<file path="src/rtl/rss_pkg.sv">
`default_nettype none
package rss_pkg;

  // ------------------------------------------------------------------
  // Session message carried on either segment
  // ------------------------------------------------------------------
  typedef enum logic [2:0] {
    RSS_K_START,
    RSS_K_CAPS,
    RSS_K_PROBE,
    RSS_K_MS,
    RSS_K_ACT,
    RSS_K_DEACT
  } rss_kind_t;

  typedef struct packed {
    logic        vld;
    rss_kind_t   kind;
    logic        rsp;      // Response-pending bit of a mode-select
    logic        co_tm;    // Margins come from the central office side
    logic        diag;     // Diagnostic-mode bit
    logic [7:0]  tm_cur;   // Current-condition target margin
    logic [7:0]  tm_wc;    // Worst-case target margin
    logic [15:0] caps;
  } rss_msg_t;

  localparam int CAPS_W = 16;
  localparam int TM_W   = 8;

  // ------------------------------------------------------------------
  // Reset values and timing
  // ------------------------------------------------------------------
  localparam rss_msg_t MSG_RST     = '0;
  localparam logic [7:0] TM_RST    = 8'h00;
  localparam logic [15:0] CAPS_RST = 16'h0000;

  localparam longint unsigned CLK_HZ    = 64'd10_000_000;
  localparam longint unsigned HOLD_MIN  = 64'd4;
  localparam longint unsigned HOLD_CYC  = HOLD_MIN * 64'd60 * CLK_HZ;
  localparam int              TMR_W     = 32;

endpackage : rss_pkg
`default_nettype wire

</file>
<file path="src/rtl/rss_holdoff_timer.sv">
`default_nettype none
module rss_holdoff_timer #(
  parameter int                   W     = rss_pkg::TMR_W,
  parameter logic [W-1:0]         COUNT = W'(rss_pkg::HOLD_CYC)
) (
  // Clock and reset
  input  wire logic clk,
  input  wire logic rst,
  // Control
  input  wire logic start,
  input  wire logic stop,
  // Status
  output var  logic running,
  output var  logic expired
);

  logic [W-1:0] cnt_q;

  // ------------------------------------------------------------------
  // Count down; a restart reloads so a repeat hold-off gets full time
  // ------------------------------------------------------------------
  always_ff @(posedge clk) begin
    if (rst || stop) begin
      cnt_q   <= '0;
      running <= 1'b0;
    end else if (start) begin
      cnt_q   <= COUNT;
      running <= 1'b1;
    end else if (running && cnt_q != '0) begin
      cnt_q <= cnt_q - W'(1);
    end else if (running) begin
      running <= 1'b0;
    end
  end

  always_ff @(posedge clk) begin
    if (rst || stop || start) begin
      expired <= 1'b0;
    end else begin
      expired <= running && cnt_q == '0;
    end
  end
endmodule : rss_holdoff_timer
`default_nettype wire

</file>
<file path="src/rtl/rss_regen_seq.sv">
`default_nettype none
module rss_regen_seq #(
  parameter logic [15:0] OWN_CAPS    = 16'hFFFF,
  parameter logic [7:0]  OWN_TM_CUR  = 8'h06,
  parameter logic [7:0]  OWN_TM_WC   = 8'h03,
  parameter logic [31:0] HOLD_CYCLES = 32'(rss_pkg::HOLD_CYC)
) (
  // Clock and reset
  input  wire logic              CORE_CLK,
  input  wire logic              SYS_RST,
  // Line-facing segment
  input  wire rss_pkg::rss_msg_t LN_RX,
  output var  rss_pkg::rss_msg_t LN_TX,
  // Customer-facing segment
  input  wire rss_pkg::rss_msg_t CU_RX,
  output var  rss_pkg::rss_msg_t CU_TX,
  // Local control and status
  input  wire logic              REGEN_START,
  output var  logic              SPAN_UP,
  output var  logic              STARTUP_FAIL,
  output var  logic              DEACT_ALL
);

  typedef enum logic [3:0] {
    S_IDLE, S_LN_SESS, S_FWD_CU, S_FWD_CU2, S_CU_HOLD, S_WAIT,
    S_CU_SESS, S_FWD_LN, S_FWD_LN2, S_LN_HOLD, S_LN_ACT,
    S_ACT_CU, S_ACT_CU2, S_CU_ACT, S_UP
  } rss_state_t;

  rss_state_t        st_q, st_d;
  rss_pkg::rss_msg_t ln_d, cu_d;
  logic [7:0]        tm_cur_q, tm_wc_q;
  logic [15:0]       dn_caps_q, up_caps_q;
  logic              co_q, diag_q;
  logic              tmr_start, tmr_run, tmr_exp, retrain;

  // ------------------------------------------------------------------
  // Helpers
  // ------------------------------------------------------------------
  function automatic logic is_k(rss_pkg::rss_msg_t m,
                                rss_pkg::rss_kind_t k);
    return m.vld && m.kind == k;
  endfunction

  function automatic rss_pkg::rss_msg_t mk(rss_pkg::rss_kind_t k,
                                           logic r);
    rss_pkg::rss_msg_t m;
    m      = rss_pkg::MSG_RST;
    m.vld  = 1'b1;
    m.kind = k;
    m.rsp  = r;
    return m;
  endfunction

  // Per-segment collisions are settled by the handshake itself; the
  // messages seen here are already arbitrated on each wire.
  assign retrain = is_k(LN_RX, rss_pkg::RSS_K_DEACT) ||
                   is_k(CU_RX, rss_pkg::RSS_K_DEACT);

  // Timer armed when a held mode-select arrives in S_CU_HOLD or S_LN_HOLD
  assign tmr_start = (st_q == S_CU_HOLD && is_k(CU_RX, rss_pkg::RSS_K_MS) &&
                      CU_RX.rsp) ||
                     (st_q == S_LN_HOLD && is_k(LN_RX, rss_pkg::RSS_K_MS) &&
                      LN_RX.rsp);

  rss_holdoff_timer #(
    .W     (rss_pkg::TMR_W),
    .COUNT (HOLD_CYCLES)
  ) u_tmr (
    .clk     (CORE_CLK),
    .rst     (SYS_RST),
    .start   (tmr_start),
    .stop    (retrain || st_q == S_LN_ACT),
    .running (tmr_run),
    .expired (tmr_exp)
  );

  // ------------------------------------------------------------------
  // Sequencer
  // ------------------------------------------------------------------
  always_comb begin
    st_d = st_q;
    ln_d = rss_pkg::MSG_RST;
    cu_d = rss_pkg::MSG_RST;
    case (st_q)
      S_IDLE, S_WAIT: begin
        // Customer-side exchanges win a simultaneous start.
        if (is_k(CU_RX, rss_pkg::RSS_K_START)) begin
          st_d = S_CU_SESS;
        end else if (is_k(LN_RX, rss_pkg::RSS_K_START)) begin
          st_d = S_LN_SESS;
        end else if (st_q == S_IDLE && REGEN_START) begin
          st_d = S_FWD_CU;
        end else if (st_q == S_WAIT && tmr_exp) begin
          // Stuck span: in diagnostic mode finish the near segments.
          st_d = diag_q ? S_FWD_LN : S_IDLE;
        end
      end
      S_LN_SESS: begin
        if (is_k(LN_RX, rss_pkg::RSS_K_CAPS)) begin
          ln_d = mk(rss_pkg::RSS_K_MS, 1'b1);
          st_d = S_FWD_CU;
        end
      end
      S_FWD_CU: begin
        cu_d = mk(rss_pkg::RSS_K_START, 1'b0);
        st_d = S_FWD_CU2;
      end
      S_FWD_CU2: begin
        cu_d        = mk(rss_pkg::RSS_K_CAPS, 1'b0);
        cu_d.tm_cur = tm_cur_q;
        cu_d.tm_wc  = tm_wc_q;
        cu_d.co_tm  = co_q;
        cu_d.diag   = diag_q;
        cu_d.caps   = OWN_CAPS & up_caps_q;
        st_d        = S_CU_HOLD;
      end
      S_CU_HOLD: begin
        if (is_k(CU_RX, rss_pkg::RSS_K_MS)) begin
          st_d = CU_RX.rsp ? S_WAIT : S_IDLE;
        end else if (is_k(CU_RX, rss_pkg::RSS_K_CAPS)) begin
          // Network unit answered directly; it continues as its own start
          cu_d = mk(rss_pkg::RSS_K_MS, 1'b1);
          st_d = S_FWD_LN;
        end
      end
      S_CU_SESS: begin
        if (is_k(CU_RX, rss_pkg::RSS_K_CAPS)) begin
          cu_d = mk(rss_pkg::RSS_K_MS, 1'b1);
          st_d = S_FWD_LN;
        end
      end
      S_FWD_LN: begin
        ln_d = mk(rss_pkg::RSS_K_START, 1'b0);
        st_d = S_FWD_LN2;
      end
      S_FWD_LN2: begin
        ln_d        = mk(rss_pkg::RSS_K_CAPS, 1'b0);
        ln_d.tm_cur = tm_cur_q;
        ln_d.tm_wc  = tm_wc_q;
        ln_d.caps   = OWN_CAPS & dn_caps_q;
        st_d        = S_LN_HOLD;
      end
      S_LN_HOLD: begin
        if (is_k(LN_RX, rss_pkg::RSS_K_MS)) begin
          st_d = LN_RX.rsp ? S_WAIT : S_LN_ACT;
        end
      end
      S_LN_ACT: begin
        if (is_k(LN_RX, rss_pkg::RSS_K_ACT)) begin
          st_d = S_ACT_CU;
        end
      end
      S_ACT_CU: begin
        cu_d = mk(rss_pkg::RSS_K_START, 1'b0);
        st_d = S_ACT_CU2;
      end
      S_ACT_CU2: begin
        cu_d = mk(rss_pkg::RSS_K_MS, 1'b0);
        st_d = S_CU_ACT;
      end
      S_CU_ACT: begin
        if (is_k(CU_RX, rss_pkg::RSS_K_ACT) || diag_q) begin
          st_d = S_UP;
        end
      end
      S_UP: begin
        st_d = S_UP;
      end
      default: begin
        st_d = S_IDLE;
      end
    endcase
    // Early reopen from a unit we are not serving is held off again
    // A line start that loses a collision is held off as well
    if (!ln_d.vld && st_q != S_LN_SESS &&
        ((st_q != S_IDLE && st_q != S_WAIT) || st_d == S_CU_SESS) &&
        is_k(LN_RX, rss_pkg::RSS_K_START)) begin
      ln_d = mk(rss_pkg::RSS_K_MS, 1'b1);
    end
    if (!cu_d.vld && st_q != S_IDLE && st_q != S_WAIT &&
        st_q != S_CU_SESS && st_q != S_CU_HOLD &&
        is_k(CU_RX, rss_pkg::RSS_K_START)) begin
      cu_d = mk(rss_pkg::RSS_K_MS, 1'b1);
    end
    // A retrain anywhere tears the whole span down
    if (retrain) begin
      st_d = S_IDLE;
      ln_d = mk(rss_pkg::RSS_K_DEACT, 1'b0);
      cu_d = mk(rss_pkg::RSS_K_DEACT, 1'b0);
    end
  end

  always_ff @(posedge CORE_CLK) begin
    if (SYS_RST) begin
      st_q <= S_IDLE;
    end else begin
      st_q <= st_d;
    end
  end

  // ------------------------------------------------------------------
  // Margins learnt from the line side or own on a local start, capabilities from each side
  // ------------------------------------------------------------------
  always_ff @(posedge CORE_CLK) begin
    if (SYS_RST || retrain) begin
      tm_cur_q <= rss_pkg::TM_RST;
      tm_wc_q  <= rss_pkg::TM_RST;
      co_q     <= 1'b0;
      diag_q   <= 1'b0;
    end else if (st_q == S_IDLE && REGEN_START &&
                 st_d == S_FWD_CU) begin
      tm_cur_q <= OWN_TM_CUR;
      tm_wc_q  <= OWN_TM_WC;
    end else if (st_q == S_LN_SESS && is_k(LN_RX, rss_pkg::RSS_K_CAPS)) begin
      tm_cur_q <= LN_RX.tm_cur;
      tm_wc_q  <= LN_RX.tm_wc;
      co_q     <= 1'b1;
      diag_q   <= LN_RX.diag;
    end
  end

  // Received capabilities; replaced by each new report
  always_ff @(posedge CORE_CLK) begin
    if (SYS_RST || retrain) begin
      dn_caps_q <= ~rss_pkg::CAPS_RST;
      up_caps_q <= ~rss_pkg::CAPS_RST;
    end else begin
      if (is_k(CU_RX, rss_pkg::RSS_K_CAPS)) begin
        dn_caps_q <= CU_RX.caps;
      end else if (st_q == S_WAIT && tmr_exp && diag_q) begin
        dn_caps_q <= OWN_CAPS;
      end
      if (is_k(LN_RX, rss_pkg::RSS_K_CAPS)) begin
        up_caps_q <= LN_RX.caps;
      end
    end
  end

  // ------------------------------------------------------------------
  // Registered outputs
  // ------------------------------------------------------------------
  always_ff @(posedge CORE_CLK) begin
    if (SYS_RST) begin
      LN_TX <= rss_pkg::MSG_RST;
      CU_TX <= rss_pkg::MSG_RST;
    end else begin
      LN_TX <= ln_d;
      CU_TX <= cu_d;
    end
  end

  always_ff @(posedge CORE_CLK) begin
    if (SYS_RST) begin
      SPAN_UP      <= 1'b0;
      STARTUP_FAIL <= 1'b0;
      DEACT_ALL    <= 1'b0;
    end else begin
      SPAN_UP      <= st_d == S_UP;
      STARTUP_FAIL <= st_q == S_WAIT && tmr_exp && !diag_q &&
                      st_d == S_IDLE;
      DEACT_ALL    <= retrain;
    end
  end
endmodule : rss_regen_seq
`default_nettype wire
</file>
<file path="config.mk">
export PLATFORM = sky130hd
export DESIGN_NAME = rss_regen_seq
export DESIGN_NICKNAME = d
export VERILOG_FILES = /design/src/rtl/rss_pkg.sv /design/src/rtl/rss_holdoff_timer.sv /design/src/rtl/rss_regen_seq.sv
export SDC_FILE = /design/constraint.sdc
export NUM_CORES = 1
export LEC_CHECK = 0
export ABC_AREA = 0
export BUFFER_PORTS_ARGS = -buffer_cell sky130_fd_sc_hd__buf_4
export CORE_ASPECT_RATIO = 1.4
export CORE_MARGIN = 1
export CORE_UTILIZATION = 47
export DETAILED_ROUTE_END_ITERATION = 7
export PLACE_DENSITY = 0.75
export SKIP_LAST_GASP = 1
export SLEW_MARGIN = 15
export SYNTH_ARGS = -nofsm -noshare
export SYNTH_HDL_FRONTEND = slang
export SYNTH_HIERARCHICAL = 1
export SYNTH_SLANG_ARGS = --single-unit
</file>
<file path="constraint.sdc">
create_clock -name CORE_CLK -period 2.11 [get_ports CORE_CLK]
set_input_delay 0.3165 -clock CORE_CLK [delete_from_list [all_inputs] [get_ports CORE_CLK]]
set_output_delay 0.3165 -clock CORE_CLK [all_outputs]
set_load 0.02 [all_outputs]
</file>
=== Word-level counts from Yosys, hierarchy flattened ===
Cells that the tools add are included.
Widths: inputs -> output; s select.

* Flip-flop bits (word level): 169
* Bits of input ports: 81
* Output and inout port bits: 81
* Word-level logic and storage cells: 161

* Add/sub/neg operators: 1
* Equality and inequality tests: 30
* Mux-type cells: 34
* Bitwise gates (word level): 1
* Reductions and logical operators: 61

{| class="wikitable"
|+ Operators with widths
! cell !! count
|-
| $mux 39 || 7
|-
| $pmux 39 s5 || 1
|-
| $pmux 39 s3 || 1
|-
| $mux 32 || 2
|-
| $pmux 4 s14 || 1
|-
| $mux 4 || 12
|-
| $eq 4x4->1 const B || 8
|-
| $logic_and 1x1->1 || 32
|-
| $logic_not 32->1 || 1
|-
| $mux 16 || 2
|-
| $reduce_bool 32->1 || 1
|-
| $sub 32x1->32 const B || 1
|-
| $eq 4x3->1 const B || 5
|-
| $eq 3x3->1 const B || 4
|-
| $eq 4x2->1 const B || 3
|-
| $mux 3 || 4
|-
| $ne 4x3->1 const B || 3
|-
| $reduce_or 2->1 || 5
|-
| $logic_not 4->1 || 2
|-
| $logic_or 1x1->1 || 8
|-
| $eq 3x1->1 const B || 2
|-
| $eq 3x2->1 const B || 2
|-
| $logic_not 3->1 || 2
|-
| $reduce_bool 2->1 || 3
|-
| 10 further kinds || 15
|}

=== Logic depth before layout (Yosys ltp) ===
Gate-level depths: netlist of the first run.

* Word-level depth: 13
* Depth in mapped cells: 10
* Mapped depth without buffers: 7

=== Cells and area by module ===
Netlist of the first run, hierarchy kept.

{| class="wikitable"
|+ Modules (own cells, without submodules)
! module !! times used !! cells each !! area an instance (um2) !! seq. area each (um2)
|-
| rss_regen_seq || 1 || 502 || 4644.5 || 2602.5
|-
| rss_holdoff_timer || 1 || 200 || 1755.4 || 680.7
|}

=== Worst setup path before layout of the first run ===
OpenSTA, ideal clock, no wires.

* Kind: register -> register
* From: reg u_tmr.cnt_q[0]
* To: reg u_tmr.cnt_q[11]
* Setup time: 120 ps
* Data arrival time: 2045 ps
* Data required time: 1990 ps
* Slack: -55 ps
* Stages on the path, launching flop included: 9
* Buffers on the path: 1
* Clock period less this slack: 2165 ps
* Cells stage by stage: dfxtp_1 inv_1 ha_1 nor3b_1 nand4b_1 o31ai_1 buf_2 nor3_1 o31a_1

* Word-level cells in the longest chain between the ends: 3
* Elaborated cells between the ends (all ways): 6
* Those cells by class: 1 x add/sub; 2 x mux; 3 x reduce/logical

{| class="wikitable"
|+ Ends and longest elaborated chain
! what !! line !! RTL
|-
| start: declaration || rss_holdoff_timer.sv:17 || <nowiki>logic [W-1:0] cnt_q;</nowiki>
|-
| start signal: assignment || rss_holdoff_timer.sv:30 || <nowiki>cnt_q <= cnt_q - W'(1);</nowiki>
|-
| $sub 32x1->32 or $reduce_bool 32->1 (tied branches) || rss_holdoff_timer.sv:30, rss_holdoff_timer.sv:29 ||
|-
| $mux 32 or $logic_and 1x1->1 (tied branches) || rss_holdoff_timer.sv:29 || <nowiki>end else if (running && cnt_q != '0) begin</nowiki>
|-
| $mux 32 or $reduce_bool 2->1 (tied branches) || n/a ||
|}

Parallel ways exist; a longest one is shown, timed or not. The select of a mux whose other input is x is not followed.
A chain may end at the register's enable or synchronous reset.

=== Worst setup path in the final report of the first run ===
* From: reg u_tmr.cnt_q[0]
* To: reg u_tmr.cnt_q[28]

* Word-level cells in the longest chain between the ends: 2
* Elaborated cells between the ends (all ways): 3
* Those cells by class: 1 x add/sub; 2 x reduce/logical

{| class="wikitable"
|+ Ends and longest elaborated chain
! what
|-
| parallel branches: the longest is 2 deep, another holds $sub 32x1->32
|}

Parallel ways; which one is timed is not known.

==> reports/metrics.yaml, run 1 <==
setup_path:
  critPathArrivalTime_ns: 2.49
  startpoint: "u_tmr/cnt_q[0]"
  timing.rr.end: "u_tmr/cnt_q[28]"
  crit_path_top_delay_cell: "or4_4"
  cp.required_ns: 2.46
  path_cells: "inv_2, ha_4, or3b_4, nor4b_4, nand4_2, or4_4, a21oi_2"
  max_stage_delay_ns: 0.45
  cp_max_fo: 4
  worst-setup-path-type: "reg2reg"
  crit_path_end_kind: "register"
  start_kind: "register"
  rr_worst_depth: 7
  r2r_start: "u_tmr/cnt_q[0]"
  r2r_slack_ns: -0.02
timing:
  fin_crit_sh_pct: 101
  setup_viol: 3
  fmax_ghz: 0.469
  fin_crit_ns: 2.13
  setup_tns_ns: -0.0277
  maxSlewViolCount: 0
  slew_headroom_pct: 57.9
  whs_ns: 0.107
  hold_viol_final: 0
  tightestPinTransition_ns: 0.630
  rsz0062_at_grt: "yes"
  post-route-worst-setup-slack_ns: -0.0228
  skew_ns: 0.00830
drt:
  avgRoutedWirePerCell_um: 15.6
  drt_iter0_markers: 354
  vias: 5939
  firstDrtPassIters: 5
  avgViaCountPerCell: 5.32
  ant_nets: 0
  route.detailed.drc: 0
  wirelength_mm: 17.5
finish:
  antenna_cells: 0
  layout.nets: 1004
  areaGrowthSynthToFinish_pct: 41.4
  drive_above_1_share_pct: 35.1
  nFillCells: 1067
  final_cell_area_um2: 9050
synthesis:
  ys_top_cells_by_area: "dfxtp_1, and2_1, nand2_1"
  ys_ff_latch: 164
  synth-main-ff-cell: "dfxtp_1"
  synth_sequential_area_ratio_pct: 51.3
  synth.distinct_cells: 72
  synth_edf_count: 0
  yosysTopAreaCellShare_pct: 51.3
  syn_avg_cell_area_um2: 9.12
  syn-instance-count: 702
  netlist_area_um2: 6400
  synth.most_common_cell: "dfxtp_1"
  synthTopCellsByCount: "dfxtp_1, nand2_1, and2_1"
  synth_area_leader_cell: "dfxtp_1"
  ys_async_sr_fraction_pct: 0
  yosys_warnings: 6
floorplan:
  die_height_um: 140
  num_rows: 50
  initial_core_util_pct: 48.0
  die_area_um2: 14100
  die_w_um: 101
  io_pins: 162
  design.core.area_um2: 13300
power_and_ir_drop:
  p_leak_nw: 3.93
  peakVddDrop_mv: 0.505
  power_density_nw_per_um2: 842
cts:
  cts_buffers: 17
  clock-root-buffer: "clkbuf_16"
  holdBufCountCts: 0
  clock-sinks: 164
  clk_pin_slew_ns: 0.07
  clock_path_buffers: 2
  clock_latency_ns: 0.42
  cts_tree: "built"
  cts_max_level: 4
worst_hold_path:
  hold_path_startpoint: "LN_RX[15]"
  hold_path.class: "in2reg"
  whs_path_depth: 3
  min_to: "up_caps_q[15]"
placement:
  place.gp.congestion: 0.938
  dpl-instance-area_um2: 8240
  io_buffers: 140
  hpwl_mm: 13.0
run_status:
  violations: "negative setup slack"
  status: "complete, but fails checks"
global_route:
  overflow: 0
  grt_pass1_wl_mm: 27.8
  grt_max_degree: 33
  antenna_found_initial: 0
  grt_use_total_pct: 24.9
  grt_pass1_vias: 5953
run:
  drv_cap: 0
cell families (layout without fill, tap and decap cells):
kind of cell,after synthesis,in the layout,share of synthesized area (%)
mux,1,1,0.156
flops,164,164,51.3
other cells,1,2,0.0586
buf+inv,53,285,3.69
fa+ha+maj,1,1,0.195
compound gates,122,122,13.0
simple gates,345,345,29.5
xor+xnor,15,15,2.05
per-stage QoR:
| step | utilization [%] | cells | total power [mW] | setup WS (ns) |
|---|---|---|---|---|
| after detailed placement | 61.9 | 1079 | 4.56 | -0.349 |
| after global routing | 67.9 | 1117 | 7.92 | -0.0747 |
| after global placement | 61.9 | 1079 | 4.55 | -0.247 |
| after floorplan | - | 703 | 3.95 | -0.0362 |
| final | 67.9 | 1117 | 7.62 | -0.0228 |
| after CTS | 66.7 | 1114 | 7.64 | -0.0113 |
worst max-delay path by stage:
stage	slack (ns)	end	cells after the start
global placement	-0.25	tm_cur_q[4]	7
global route	-0.07	u_tmr/cnt_q[25]	6
CTS	-0.01	STARTUP_FAIL	8
finish	-0.02	u_tmr/cnt_q[28]	7
detailed placement	-0.35	tm_wc_q[3]	7
floorplan	-0.04	u_tmr/cnt_q[11]	6
cell type report:
cell class / count / area (um^2) / area share, %
sequential: 164 / 3290 / 36.4
multi-input combinational: 486 / 3030 / 33.5
timing repair buffer: 244 / 1860 / 20.5
clock buffer: 17 / 425 / 4.70
tap: 182 / 228 / 2.52
clock inverter: 15 / 178 / 1.96
inverter: 9 / 33.8 / 0.373
layer usage:
| metal | GRT usage [%] | part of all wire (%) | up-vias |
|---|---|---|---|
| met3 | 4.69 | 4.1 | 51 |
| met5 | 0 | 0 | - |
| met4 | 12.1 | 3.4 | 0 |
| li1 | - | - | 2887 |
| met1 | 26.0 | 38 | 2825 |
| met2 | 46.9 | 55 | 176 |
cells in the final DEF, fill, tap and decap left out, types with 5 or more instances in the layout:
master,synthesis,routed
dfxtp_1,164,158
nor2_1,59,58
nand2b_1,5,5
a31oi_1,5,5
a21oi_1,39,36
xor2_1,5,5
o21ai_0,27,26
inv_1,8,6
nor3_1,32,30
o31a_1,7,7
and2_1,71,71
nor4_1,10,6
dfxtp_2,0,5
xnor2_1,10,10
nand2_1,79,78
nand4_1,7,7
buf_4,7,242
inv_8,0,5
or3_1,9,7
nand3_1,23,23
clkbuf_16,0,17
timing repair:
action                                  4_1_cts  5_1_grt
endpoints found under the setup margin       18       48
gates resized for setup                       4       29
pin swaps                                     5       12
setup buffers                                 3        3
critical path, delay by kind of cell, from the launching register on:
family          cells  cell delay [ns]
buf+inv             1             0.08
compound gates      1             0.13
fa+ha+maj           1             0.14
flops               1             0.34
simple gates        4             1.39
sequential cells by signal, indices dropped and copies added, names as in the netlist:
name and cells:
LN_TX 36, co_q 1, st_q 4, u_tmr/expired 1, STARTUP_FAIL 1, SPAN_UP 1, dn_caps_q 16, u_tmr/running 1
diag_q 1, tm_cur_q 8, tm_wc_q 8, up_caps_q 16, u_tmr/cnt_q 32, CU_TX 38
where the power goes:
group	switching [mW]	leakage, nW	total (mW)	internal [mW]
Sequential	0.0764	1.33	3.28	3.20
Combinational	0.663	2.30	1.29	0.623
Clock	1.44	0.297	3.06	1.62
Total	2.18	3.93	7.62	5.44
Note: power is estimated with default switching activity, not from simulation.
==> run 2, diff against run 1 <==
- CELL_PAD_IN_SITES_DETAIL_PLACEMENT: unset -> 0
- CELL_PAD_IN_SITES_GLOBAL_PLACEMENT: unset -> 1
- CORE_ASPECT_RATIO: 1.4 -> 0.75
- CORE_UTILIZATION: 47 -> 35
- PLACE_DENSITY: 0.75 -> unset
- PLACE_DENSITY_LB_ADDON: unset -> 0.1
==> run 2 against run 1 <==
Effect of this change:
- critical path depth down 2
- largest power group unchanged
- design area grew 1.7%
- maximum frequency rose by 0.84%
- sequential power about the same
- largest cell class unchanged
- critical path type unchanged
- via count fell by 2.9%
- clock power is 5% higher
- die area increased by 34%
- the run still ends with negative setup slack left
- register-to-register slack gained 0.02 ns
- worst hold slack worse by 0.020 ns
==> reports/metrics.yaml, run 2 (synthesized netlist as in run 1, its figures left out) <==
floorplan:
  initial_core_util_pct: 36.0  # was 48.0%
  die_area_um2: 18800  # was 14100 um^2
  num_rows: 42  # was 50
  design.core.area_um2: 17800  # was 13300 um^2
  die_w_um: 158  # was 101 um
  io_pins: 162  # unchanged
  die_height_um: 119  # was 140 um
run_status:
  status: "complete, but fails checks"  # unchanged
  violations: "negative setup slack"  # unchanged
finish:
  layout.nets: 1010  # was 1004
  nFillCells: 1707  # was 1067
  instances_no_fill: 1183  # was 1117
  top_register: "CU_TX"  # unchanged
  reg.largest.list: "CU_TX x38, LN_TX x36, u_tmr/cnt_q x32"  # unchanged
  largest_reg_flops: 38  # unchanged
  antenna_cells: 0  # unchanged
  drive_above_1_share_pct: 35.5  # was 35.1%
  layout_commonest_cell: "buf_4"  # unchanged
  areaGrowthSynthToFinish_pct: 43.8  # was 41.4%
  layout_common_cells: "buf_4, dfxtp_1, nand2_1, and2_1, nor2_1"  # unchanged
cts:
  clock_path_buffers: 2  # unchanged
  clock_latency_ns: 0.44  # was 0.42 ns
  clock-sinks: 164  # unchanged
  cts_tree: "built"  # unchanged
  cts_buffers: 17  # unchanged
  cts_max_level: 4  # unchanged
  clk_pin_slew_ns: 0.07  # about the same
  clock-root-buffer: "clkbuf_16"  # unchanged
drt:
  drt_iter0_markers: 264  # was 354
  avgViaCountPerCell: 4.87  # was 5.32
  firstDrtPassIters: 4  # was 5
  avgRoutedWirePerCell_um: 15.3  # was 15.6 um
  ant_nets: 0  # unchanged
  route.detailed.drc: 0  # unchanged
  vias: 5764  # was 5939
  wirelength_mm: 18.1  # was 17.5 mm
setup_path:
  start_kind: "register"  # unchanged
  cp.required_ns: 2.48  # was 2.46 ns
  worst-setup-path-type: "reg2reg"  # unchanged
  cp_max_fo: 5  # was 4
  critPathArrivalTime_ns: 2.49  # about the same
  crit_path_end_kind: "register"  # unchanged
power_and_ir_drop:
  p_sw_share_pct: 28.6  # about the same
  peakVddDrop_mv: 0.487  # was 0.505 mV
  p_seq_share_pct: 42.3  # was 43.0%
  pwr-share-comb_pct: 16.4  # was 16.9%
  p_leak_nw: 3.97  # was 3.93 nW
  power_density_nw_per_um2: 844  # was 842 nW/um^2
  p_int_mw: 5.54  # was 5.44 mW
  pwr-share-clk_pct: 41.4  # was 40.1%
  p_sw_mw: 2.22  # was 2.18 mW
placement:
  place.gp.congestion: 0.894  # was 0.938
  hpwl_mm: 13.1  # was 13.0 mm
  dp_slack_ns: -0.0921  # was -0.349 ns
  io_buffers: 140  # unchanged
  dp.cells: 1148  # was 1079
timing:
  post-route-worst-setup-slack_ns: -0.00495  # was -0.0228 ns
  skew_ns: 0.0141  # was 0.00830 ns
  maxSlewViolCount: 0  # unchanged
  rsz0062_at_grt: "yes"  # unchanged
  fin_crit_ns: 2.11  # was 2.13 ns
  hold_viol_final: 0  # unchanged
  tightestPinTransition_ns: 0.654  # was 0.630 ns
  fmax_ghz: 0.473  # was 0.469 GHz
  slew_headroom_pct: 56.2  # was 57.9%
  fin_crit_sh_pct: 100  # was 101%
  setup_viol: 1  # was 3
global_route:
  grt_max_degree: 35  # was 33
  grt_pass1_vias: 5572  # was 5953
  antenna_found_initial: 0  # unchanged
  grt_pass1_wl_mm: 28.7  # was 27.8 mm
  grt_use_total_pct: 19.8  # was 24.9%
  overflow: 0  # unchanged
run:
  drv_cap: 0  # unchanged
worst_hold_path:
  hold_path.class: "in2reg"  # unchanged
## run 2: cell types whose count changed in the layout (fill, tap and decap cells not counted), sizes merged
cell	change
buf	+6
inv	-3
bufinv	+1
clkinv	+1
clkinvlp	+1
## run 2: metal layers
| layer | global-route usage (%) | part of all wire, % |
|---|---|---|
| met5 | 0 | 0 |
| met1 | 29.0 | 51 |
| met2 | 28.0 | 41 |
| met4 | 5.95 | 1.2 |
| met3 | 5.24 | 6.2 |
## run 2: critical path: stages, from the launching register on
cell     delay [ns]
dfxtp_2        0.34
or4_4          0.57
or3_4          0.38
a211o_4        0.31
or3_1          0.31
a21oi_1        0.14
## run 2: worst paths after layout
| path | cells past startpoint | start | slack (ns) | to |
|---|---|---|---|---|
| worst max-delay path | 5 | u_tmr/cnt_q[15] | -0.005 | u_tmr/cnt_q[29] |
| worst min-delay path | 3 | LN_RX[11] | 0.09 | up_caps_q[11] |
| worst max register to register | 5 | u_tmr/cnt_q[15] | -0.005 | u_tmr/cnt_q[29] |
| worst min register to register | 1 | dn_caps_q[8] | 0.45 | LN_TX[8] |
## run 2: final cells by class
class	instances	area [um^2]	area share, %
tap	242	303	3.29
clock inverter	15	199	2.16
clock buffer	17	425	4.62
inverter	9	33.8	0.367
timing repair buffer	250	1930	20.9
multi-input combinational	486	3020	32.8
sequential	164	3290	35.8
## run 2: power by group through the flow
stage | sequential [mW] | combinational (mW) | clock [mW]
global route | 3.30 | 1.37 | 3.43
global placement | 3.35 | 1.22 | 0
CTS | 3.28 | 1.24 | 3.30
floorplan | 3.36 | 0.587 | 0
finish | 3.28 | 1.27 | 3.21
detailed placement | 3.35 | 1.23 | 0
## run 2: what timing repair did
item                       CTS  global route
gates cloned                 0             0
pin swaps                    4             3
hold buffers                 0             0
setup buffers                1             2
resized for setup            6            25
setup endpoints to repair   16            39
## run 2: per-stage QoR
step / cell area, um^2 / utilization, % / hold slack [ns] / total power, mW / TNS, ns
floorplan: 6410 / - / 0.430 / 3.95 / -0.0362
global placement: 8440 / 47.5 / 0.436 / 4.57 / -0.813
detailed placement: 8440 / 47.5 / 0.439 / 4.58 / -1.24
CTS: 9090 / 51.2 / 0.0742 / 7.82 / -0.00595
global route: 9200 / 51.8 / 0.0767 / 8.09 / -0.260
finish: 9200 / 51.8 / 0.0867 / 7.77 / -0.00495
